`src/verilog/t2o_defines.svh`:
```
// Register offsets, field positions, reset values for the timer output block
`ifndef T2O_DEFINES_SVH
`define T2O_DEFINES_SVH

`define T2O_AW             8
`define T2O_DW             8
`define T2O_NPIN           7

`define T2O_ADDR_CTLA      8'h00
`define T2O_ADDR_CNT_HI    8'h01
`define T2O_ADDR_RLD_HI    8'h02
`define T2O_ADDR_CC_HI     8'h03
`define T2O_ADDR_LATCH     8'h04
`define T2O_ADDR_CTLB      8'h05
`define T2O_ADDR_STAT      8'h06
`define T2O_ADDR_MASK      8'h07

`define T2O_RST_CTLA       8'h00
`define T2O_RST_CTLB       8'h00
`define T2O_RST_CNT_HI     8'h00
`define T2O_RST_RLD_HI     8'h00
`define T2O_RST_CC_HI      8'h00
`define T2O_RST_LATCH      8'h1f
`define T2O_RST_STAT       2'h0
`define T2O_RST_MASK       2'h0

`define T2O_CTLA_POL       5
`define T2O_CTLA_OE0       6
`define T2O_CTLA_IRQEN     7
`define T2O_CTLB_OE1       0
`define T2O_CTLB_MODE      1
`define T2O_STAT_OVF       0
`define T2O_STAT_CC        1

`define T2O_PRI_BIT        0
`define T2O_CMP_BIT        1

`endif

```
`src/verilog/t2o_pkg.sv`:
```
// Types shared by the timer output block
package t2o_pkg;

  typedef struct packed {
    logic       pwm16;
    logic       pwm_hi;
    logic       pwm_lo;
  } t2o_wave_t;

  typedef struct packed {
    logic       capcomp;
    logic       overflow;
  } t2o_evt_t;

  typedef struct packed {
    logic       vld;
    logic [7:0] val;
  } t2o_cnt_upd_t;

  typedef struct packed {
    logic [7:0] count_hi;
    logic [7:0] reload_hi;
    logic [7:0] capcomp_hi;
    logic       dual_byte_mode;
  } t2o_cfg_t;

endpackage

```
`src/verilog/t2o_top.sv`:
```
// Timer 2 output steering, high byte registers, port latch and interrupt
`timescale 1ns/1ns
`default_nettype none
`include "t2o_defines.svh"

// What this block does
// - Enable fields pick latch or PWM on pins 0 and 1; pins 2-6 always carry latch
// - Dual mode: primary pin carries high-byte PWM
// - Dual mode: complement pin carries low-byte PWM
// - Local enable gates overflow and capcomp requests
// - Count high byte: reset zero, load, read
// - Reload high byte: read/write, reset zero
// - Capcomp high byte: read/write, reset zero
// - Port latch resets to 1f
// - Latch bit drives output or pull-up
// - Reads return latch; direction leaves it
// - Latch top bit reads zero
// - Polarity takes effect on enable rising
// - Dual mode splits timer into bytes
module t2o_top (
  input  wire logic                     clk,
  input  wire logic                     nrst,
  input  wire logic [`T2O_AW-1:0]       addr,
  input  wire logic [`T2O_DW-1:0]       wdata,
  input  wire logic                     wr,
  input  wire logic                     rd,
  output var  logic [`T2O_DW-1:0]       rdata,
  input  wire t2o_pkg::t2o_wave_t       wave,
  input  wire t2o_pkg::t2o_evt_t        evt,
  input  wire t2o_pkg::t2o_cnt_upd_t    cnt_upd,
  input  wire logic [`T2O_NPIN-1:0]     pin_dir_out,
  output var  logic [`T2O_NPIN-1:0]     port_pin_out,
  output var  logic [`T2O_NPIN-1:0]     port_pin_oe,
  output var  logic [`T2O_NPIN-1:0]     port_pullup_en,
  output var  t2o_pkg::t2o_cfg_t        cfg,
  output var  logic                     irq
);

  // Registers
  logic [7:0]            ctla_r;
  logic [7:0]            ctlb_r;
  logic [7:0]            cnt_hi_r;
  logic [7:0]            rld_hi_r;
  logic [7:0]            cc_hi_r;
  logic [6:0]            latch_r;
  logic [1:0]            stat_r;
  logic [1:0]            mask_r;
  logic                  oe0_prev_r;
  logic                  pol_eff_r;

  // Address decode
  wire sel_ctla  = (addr == `T2O_ADDR_CTLA);
  wire sel_cnt   = (addr == `T2O_ADDR_CNT_HI);
  wire sel_rld   = (addr == `T2O_ADDR_RLD_HI);
  wire sel_cc    = (addr == `T2O_ADDR_CC_HI);
  wire sel_latch = (addr == `T2O_ADDR_LATCH);
  wire sel_ctlb  = (addr == `T2O_ADDR_CTLB);
  wire sel_stat  = (addr == `T2O_ADDR_STAT);
  wire sel_mask  = (addr == `T2O_ADDR_MASK);

  wire wr_ctla   = wr & sel_ctla;
  wire wr_cnt    = wr & sel_cnt;
  wire wr_rld    = wr & sel_rld;
  wire wr_cc     = wr & sel_cc;
  wire wr_latch  = wr & sel_latch;
  wire wr_ctlb   = wr & sel_ctlb;
  wire wr_stat   = wr & sel_stat;
  wire wr_mask   = wr & sel_mask;

  // Control fields
  wire irq_en    = ctla_r[`T2O_CTLA_IRQEN];
  wire oe0       = ctla_r[`T2O_CTLA_OE0];
  wire pol_sel   = ctla_r[`T2O_CTLA_POL];
  wire oe1       = ctlb_r[`T2O_CTLB_OE1];
  wire dual_mode = ctlb_r[`T2O_CTLB_MODE];

  // Polarity only reaches the pin on a fresh enable, so a stray write
  // while the waveform runs cannot glitch the primary output
  wire oe0_rise    = oe0 & ~oe0_prev_r;
  wire pol_eff_nxt = oe0_rise ? pol_sel : pol_eff_r;

  // Software load beats a counter update in the same cycle
  wire [7:0] cnt_hi_nxt = wr_cnt      ? wdata :
                          cnt_upd.vld ? cnt_upd.val : cnt_hi_r;
  wire [7:0] rld_hi_nxt = wr_rld ? wdata : rld_hi_r;
  wire [7:0] cc_hi_nxt  = wr_cc  ? wdata : cc_hi_r;
  wire [6:0] latch_nxt  = wr_latch ? wdata[6:0] : latch_r;
  // Control B keeps only its two defined bits
  wire [7:0] ctlb_nxt   = wr_ctlb ? {6'h00, wdata[1:0]} : ctlb_r;

  // Sticky status: the hardware set wins over a write-one clear
  wire [1:0] evt_vec  = {evt.capcomp, evt.overflow};
  wire [1:0] stat_clr = wr_stat ? wdata[1:0] : 2'h0;
  wire [1:0] stat_nxt = (stat_r & ~stat_clr) | evt_vec;
  wire       irq_nxt  = irq_en & |(stat_nxt & mask_r);

  // Pin source selection
  wire pri_wave = dual_mode ? wave.pwm_hi : wave.pwm16;
  wire cmp_wave = dual_mode ? wave.pwm_lo : wave.pwm16;
  wire pri_nxt  = oe0 ? (pri_wave ^ pol_eff_nxt)
                      : latch_r[`T2O_PRI_BIT];
  wire cmp_nxt  = oe1 ? cmp_wave : latch_r[`T2O_CMP_BIT];

  logic [`T2O_NPIN-1:0] pin_out_nxt;
  logic [`T2O_NPIN-1:0] pin_oe_nxt;
  logic [`T2O_NPIN-1:0] pullup_nxt;

  genvar gi;
  generate
    for (gi = 0; gi < `T2O_NPIN; gi++)
    begin : g_pin
      wire wave_on = (gi == `T2O_PRI_BIT) ? oe0 :
                     (gi == `T2O_CMP_BIT) ? oe1 : 1'b0;
      wire wave_v  = (gi == `T2O_PRI_BIT) ? pri_nxt :
                     (gi == `T2O_CMP_BIT) ? cmp_nxt : latch_r[gi];
      assign pin_out_nxt[gi] = wave_on ? wave_v : latch_r[gi];
      assign pin_oe_nxt[gi]  = wave_on | pin_dir_out[gi];
      assign pullup_nxt[gi]  = ~pin_oe_nxt[gi] & latch_r[gi];
    end
  endgenerate

  // Read mux, unmapped addresses read zero
  wire [7:0] rd_mux =
    sel_ctla  ? ctla_r :
    sel_cnt   ? cnt_hi_r :
    sel_rld   ? rld_hi_r :
    sel_cc    ? cc_hi_r :
    sel_latch ? {1'b0, latch_r} :
    sel_ctlb  ? {6'h00, ctlb_r[1:0]} :
    sel_stat  ? {6'h00, stat_r} :
    sel_mask  ? {6'h00, mask_r} : 8'h00;
  wire [7:0] rdata_nxt = rd ? rd_mux : 8'h00;

  always_ff @(posedge clk or negedge nrst)
  begin
    if (!nrst)
    begin
      ctla_r   <= `T2O_RST_CTLA;
      ctlb_r   <= `T2O_RST_CTLB;
      cnt_hi_r <= `T2O_RST_CNT_HI;
      rld_hi_r <= `T2O_RST_RLD_HI;
      cc_hi_r  <= `T2O_RST_CC_HI;
      latch_r  <= 7'(`T2O_RST_LATCH);
      stat_r   <= `T2O_RST_STAT;
      mask_r   <= `T2O_RST_MASK;
    end
    else
    begin
      ctla_r   <= wr_ctla ? wdata : ctla_r;
      ctlb_r   <= ctlb_nxt;
      cnt_hi_r <= cnt_hi_nxt;
      rld_hi_r <= rld_hi_nxt;
      cc_hi_r  <= cc_hi_nxt;
      latch_r  <= latch_nxt;
      stat_r   <= stat_nxt;
      mask_r   <= wr_mask ? wdata[1:0] : mask_r;
    end
  end

  always_ff @(posedge clk or negedge nrst)
  begin
    if (!nrst)
    begin
      oe0_prev_r <= 1'b0;
      pol_eff_r  <= 1'b0;
    end
    else
    begin
      oe0_prev_r <= oe0;
      pol_eff_r  <= pol_eff_nxt;
    end
  end

  // Outputs straight from flops
  always_ff @(posedge clk or negedge nrst)
  begin
    if (!nrst)
    begin
      rdata          <= 8'h00;
      port_pin_out   <= 7'(`T2O_RST_LATCH);
      port_pin_oe    <= 7'h00;
      port_pullup_en <= 7'h00;
      irq            <= 1'b0;
      cfg            <= '0;
    end
    else
    begin
      rdata          <= rdata_nxt;
      port_pin_out   <= pin_out_nxt;
      port_pin_oe    <= pin_oe_nxt;
      port_pullup_en <= pullup_nxt;
      irq            <= irq_nxt;
      // Next values, so the core copy never lags the registers
      cfg            <= {cnt_hi_nxt, rld_hi_nxt, cc_hi_nxt,
                         ctlb_nxt[`T2O_CTLB_MODE]};
    end
  end
endmodule
`default_nettype wire

```
`config.mk`:
```
export PLATFORM = sky130hd
export DESIGN_NAME = t2o_top
export DESIGN_NICKNAME = d
export VERILOG_FILES = /design/src/verilog/t2o_pkg.sv /design/src/verilog/t2o_top.sv
export VERILOG_INCLUDE_DIRS = /design/src /design/src/verilog
export SDC_FILE = /design/constraint.sdc
export NUM_CORES = 1
export LEC_CHECK = 0
export ABC_AREA = 0
export BUFFER_PORTS_ARGS = -buffer_cell sky130_fd_sc_hd__buf_2
export CAP_MARGIN = 15
export CORE_ASPECT_RATIO = 0.6
export CORE_MARGIN = 5
export CORE_UTILIZATION = 40
export DETAILED_ROUTE_END_ITERATION = 8
export SLEW_MARGIN = 10
export SYNTH_ARGS = -nofsm -noshare
export SYNTH_HDL_FRONTEND = slang
export SYNTH_SLANG_ARGS = --single-unit
```
`constraint.sdc`:
```
create_clock -name clk -period 1.7 [get_ports clk]
set_input_delay 0.085 -clock clk [delete_from_list [all_inputs] [get_ports clk]]
set_output_delay 0.085 -clock clk [all_outputs]
set_load 0.02 [all_outputs]
```
==> results.cfg, run 1 <==
[yosys]
yosys_warnings = 0
ys_seq_area_share_pct = 59.27
netlist_area_sq_mm = 0.003272
synth_ff_type = dfrtp_1
postSynthAreaPerCell_sq_um = 12.88
synth_seq_cells = 77
synth_edf_count = 0
syn_inst = 254
syn_nets = 295
async_reset_ff_share_pct = 100.0
synthDistinctLibCells = 40

[grt]
grt_pass1_vias = 2332
antenna_found_initial = 0
grt_pass1_wl_um = 13330
gr-usage-all-layers_pct = 17.56
overflow = 0
grt_max_degree = 55

[run_status]
status = complete, no violations

[setup_path]
crit_path_start_kind = input pin
reg2reg_from = ctla_r[6]$_DFFE_PN0P_
worstSetupEndpointType = flip-flop
crit_start = addr[5]
cp_max_fo = 8
worstSetupPathType = in2reg
worstPathRequired_ps = 1910
crit_arrival_ps = 1670

[drt]
postRouteAntennaNets = 0
viasPerCell = 5.076
drtPass1Iterations = 4
remaining_drc_errors = 0
drtIter0Drc = 159
via_count = 2462
wire_per_inst_um = 17.56
wl_um = 8516

[layout]
finalInstanceArea_sq_mm = 0.004317
final_core_util_pct = 54.55
final_cell_mix = buf_2 (94), dfrtp_1 (67), mux2_2 (37)
diodes = 0
multiInputGateArea_sq_mm = 0.001270
final_common_cell = buf_2
area.growth.synth_to_final_pct = 31.93
post_route_cells_drive_above_1_share_pct = 47.48
final-seq-area_sq_mm = 0.001939
layout.nets = 413
fill_cells = 708

[hold_path]
min_from = evt[1]
min_path_type = in2reg

[place]
place_hpwl_um = 6258
place.port_buffers = 95
placed_area_sq_mm = 0.003963
globalplace.congestion = 0.7553

[sta]
worstMarginPinSlew_ps = 357.5
tns_ps = 0
rsz0062_at_grt = no
fmax_mhz = 688.6
finalCriticalPeriod_ps = 1452
period_share_pct = 85.43
hold_viol_final = 0
skew_ps = 6.227
drv_slew = 0
slew_headroom_pct = 76.17
finalSetupViolCount = 0

[clock_network]
clock-root-buffer = clkbuf_16
numClockSinks = 77
cts_resized = 0
h-tree-depth = 3
cts_buffers = 9
clock_latency_ps = 330
tritoncts = built
clkTransAtPathRegs_ps = 60
clock_path_buffers = 2

[floorplanning]
start_util_pct = 41.34
dieArea_sq_mm = 0.01015
die_x_um = 126.8
io_pins = 96
rows = 25
fp.coreArea_sq_mm = 0.007914
die-height_um = 80.06

[power]
p_leak_nw = 2.208
power.density_mw_per_mm2 = 977.0
max-vdd-ir-drop_v = 0.0003963

[job]
drv_cap = 0
-- synthesized netlist by cell type, types with 3 or more instances --
| cell type | instances | area (sq um) |
|---|---|---|
| clkbuf_1 | 4 | 15.01 |
| mux2_2 | 37 | 416.7 |
| a21oi_1 | 18 | 90.09 |
| buf_1 | 4 | 15.01 |
| nand3_1 | 4 | 20.02 |
| inv_1 | 4 | 15.01 |
| nand2b_1 | 12 | 75.07 |
| dfstp_2 | 10 | 262.8 |
| nor2_1 | 21 | 78.83 |
| nor3_1 | 3 | 15.01 |
| nor2b_1 | 8 | 50.05 |
| mux2i_1 | 15 | 150.1 |
| o21bai_1 | 4 | 30.03 |
| o22ai_1 | 4 | 25.02 |
| dfrtp_1 | 67 | 1677 |
| o21ai_0 | 5 | 25.02 |
-- repair_timing --
item                                   CTS  global route
setup endpoints to repair                0             0
endpoints found under the hold margin   37             0
buffers inserted                         0             0
hold buffers                             8             0
-- flip-flops by register name, indices dropped and copies added, names as in the netlist, 2 cells and up --
| name | count |
|---|---|
| cc_hi_r | 8 |
| cnt_hi_r | 8 |
| ctla_r | 8 |
| rdata | 8 |
| rld_hi_r | 8 |
| latch_r | 7 |
| port_pin_oe | 7 |
| port_pin_out | 7 |
| port_pullup_en | 7 |
| mask_r | 2 |
| stat_r | 2 |
-- kinds of logic (layout without fill, tap and decap cells) --
group / count (synthesis) / count (layout) / synth area share, %
compound gates: 43 / 43 / 8.605
simple gates: 64 / 64 / 11.24
mux: 54 / 54 / 18.70
flops: 77 / 77 / 59.27
buf+inv: 15 / 138 / 1.912
xor+xnor: 1 / 1 / 0.2677
-- where the power goes --
part	total (mW)	internal [mW]	switching, mW
registers	1.99	1.93	0.0603
clock network	1.75	1.06	0.685
logic	0.480	0.204	0.276
-- critical path, cell delays in order --
cell and delay (ps):
buf_2 100, or4_4 570, nor3_4 210, nand4_2 320, mux2_2 380
-- worst paths after layout --
| path | depth (start not counted) | slack, ps | endpoint |
|---|---|---|---|
| worst max-delay path | 5 | 250 | cc_hi_r[4]$_DFFE_PN0P_ |
| worst min-delay path | 2 | 40 | stat_r[1]$_DFF_PN0_ |
| worst max register to register | 4 | 400 | port_pin_out[0]$_DFF_PN1_ |
| worst min register to register | 0 | 380 | port_pin_out[3]$_DFF_PN1_ |
| max in group asynchronous | 3 | 860 | port_pin_out[0]$_DFF_PN1_ |
| min in group asynchronous | 2 | 190 | port_pullup_en[3]$_DFF_PN0_ |
-- through the flow --
step	std cells	hold slack, ps	setup WS [ps]	power (mW)
floorplan	254	-210.6	171.2	2.257
global placement	461	5.071	-15.55	2.484
detailed placement	461	6.426	-98.41	2.493
CTS	485	22.76	260.7	4.273
global route	485	51.05	173.3	4.408
finish	485	38.90	247.7	4.217
-- final cells by class --
class	count	share of cell area (%)
clock buffers	14	6.116
repair buffers	118	15.83
clock inverters	2	0.2319
well taps	108	3.130
multi-input cells	162	29.42
flip-flops and latches	77	44.93
inverters	4	0.3478
-- layer usage --
| metal | vias up | track usage [%] | routed length, um |
|---|---|---|---|
| met1 | 1200 | 26.62 | 4310 |
| met5 | - | 0 | 0 |
| met3 | 6 | 6.777 | 721 |
| li1 | 1159 | - | - |
| met4 | 0 | 4.818 | 70 |
| met2 | 97 | 22.89 | 3413 |
(Power assumes the default switching activity.)
==> inputs of run 2 (changes only) <==
--- a/config.mk
+++ b/config.mk
@@ -13,6 +13,8 @@
 export CORE_MARGIN = 5
 export CORE_UTILIZATION = 40
 export DETAILED_ROUTE_END_ITERATION = 8
+export GPL_ROUTABILITY_DRIVEN = 0
+export SETUP_SLACK_MARGIN = 0.5
 export SLEW_MARGIN = 10
 export SYNTH_ARGS = -nofsm -noshare
 export SYNTH_HDL_FRONTEND = slang
==> run 2 against run 1 <==
  * Largest cell class unchanged
  * Combinational power grew 7.7%
  * Worst hold slack worse by 23 ps
  * Largest power group is now the clock network
  * Fmax up 5.1%
  * Register-to-register slack about the same
  * Via count increased by 1.6%
==> results.cfg, run 2 (synthesized netlist as in run 1, its figures left out) <==
[grt]
grt-busiest-layer = met2
grt_pass1_vias = 2586
grt_use_met1_pct = 25.30
met3_usage_pct = 7.043
antenna_found_initial = 0
gr-usage-met2_pct = 25.90
grt_pass1_wl_um = 13910
grt_max_degree = 31
overflow = 0
gr-usage-all-layers_pct = 18.09

[layout]
final-seq-area_sq_mm = 0.001941
final_core_util_pct = 57.96
fill_cells = 665
final_common_cell = buf_2
final_cells = 489
diodes = 0
post_route_cells_drive_above_1_share_pct = 51.18
final_cell_mix = buf_2 (92), dfrtp_1 (66), mux2_2 (30)
finalInstanceArea_sq_mm = 0.004587
layout.nets = 417
area.growth.synth_to_final_pct = 40.19
multiInputGateArea_sq_mm = 0.001388

[floorplanning]
start_util_pct = 41.34
io_pins = 96
dieArea_sq_mm = 0.01015
die_x_um = 126.8
fp.coreArea_sq_mm = 0.007914
rows = 25
die-height_um = 80.06

[clock_network]
clock_latency_ps = 340
cts_buffers = 9
h-tree-depth = 3
clkTransAtPathRegs_ps = 60
clock-root-buffer = clkbuf_16
tritoncts = built
clock_path_buffers = 2
numClockSinks = 77

[place]
place_hpwl_um = 6387
dp_cells = 462
place.port_buffers = 95
dpl_worst_slack_ps = -76.14
placed_area_sq_mm = 0.004020

[setup_path]
crit_start = addr[5]
cp_max_fo = 8
worstPathRequired_ps = 1930
crit_path_start_kind = input pin
worstSetupPathType = in2reg
worstSetupEndpointType = flip-flop
reg2reg_from = latch_r[2]$_DFFE_PN1P_
crit_arrival_ps = 1610

[sta]
fmax_mhz = 723.4
finalSetupViolCount = 0
worst_hold_slack_ps = 16.03
skew_ps = 4.971
drv_slew = 0
slew_headroom_pct = 62.86
worst_slack_ps = 317.7
finalCriticalPeriod_ps = 1382
period_share_pct = 81.31
hold_viol_final = 0
worstMarginPinSlew_ps = 556.0
rsz0062_at_grt = yes

[run_status]
status = complete, no violations

[hold_path]
min_from = evt[0]
min_path_type = in2reg

[drt]
wire_per_inst_um = 17.84
wl_um = 8726
via_count = 2502
postRouteAntennaNets = 0
viasPerCell = 5.117
remaining_drc_errors = 0
drtIter0Drc = 129
drtPass1Iterations = 4

[power]
combPwrFrac_pct = 11.0
power.switching_mw = 1.091
clockPowerShare_pct = 46.9
internal-power_mw = 3.625
p_leak_nw = 2.308
power.density_mw_per_mm2 = 1028
seqPwrFrac_pct = 42.2
swShare_pct = 23.13
max-vdd-ir-drop_v = 0.0004551

[job]
drv_cap = 0
## run 2: changes by cell type in the layout (fill, tap and decap cells not counted), moves of 2 or more
cell       before  now
mux2_2         37   30
o21ai_1         0    2
o21ai_0         5    3
bufinv_16       0    3
buf_4          15   13
mux2_4          0    7
buf_2          94   92
buf_6           0    6
nor2_1         21   19
clkbuf_1        3    0
## run 2: power groups by stage
stage | logic [mW] | registers, mW | clock network [mW]
after CTS | 0.515 | 1.99 | 2.26
after global placement | 0.481 | 2.02 | 0
after global routing | 0.563 | 2.00 | 2.32
after floorplan | 0.179 | 2.08 | 0
after detailed placement | 0.488 | 2.02 | 0
final | 0.517 | 1.99 | 2.21
## run 2: layout make-up
| type | count | area share (%) |
|---|---|---|
| clock buffer | 10 | 5.210 |
| clock inverter | 6 | 2.373 |
| inverter | 4 | 0.3273 |
| multi-input combinational | 162 | 30.25 |
| sequential | 77 | 42.31 |
| tap | 108 | 2.946 |
| timing repair buffer | 122 | 16.58 |
## run 2: final timing paths
path	end	slack (ps)	depth (start not counted)
max in group asynchronous	latch_r[1]$_DFFE_PN1P_	900	3
worst min-delay path	stat_r[0]$_DFF_PN0_	20	2
min in group asynchronous	port_pin_oe[3]$_DFF_PN0_	240	2
worst max-delay path	cc_hi_r[2]$_DFFE_PN0P_	320	5
worst max register to register	rdata[2]$_DFF_PN0_	400	3
worst min register to register	port_pin_out[4]$_DFF_PN1_	380	0
## run 2: critical path, cell delays in order
cell and delay, ps:
buf_8 90, or4_4 550, nor3_4 280, nand4_4 260
mux2_2 340
## run 2: timing repair
action	4_1_cts	5_1_grt
hold endpoints to repair	37	0
resized for setup	15	13
hold buffers	8	0
setup endpoints to repair	35	42
buffers inserted	1	2
pin swaps	3	3
## run 2: through the flow
step | setup TNS (ps) | power, mW
after floorplan | 0 | 2.264
after global placement | -159.0 | 2.499
after detailed placement | -848.0 | 2.508
after CTS | 0 | 4.763
after global routing | 0 | 4.888
final | 0 | 4.717
## run 2: metal layers
layer  share of wire, %  wire (um)
met1                 46       4037
met2                 44       3819
met3                9.1        794
met4               0.85         74
met5                  0          0
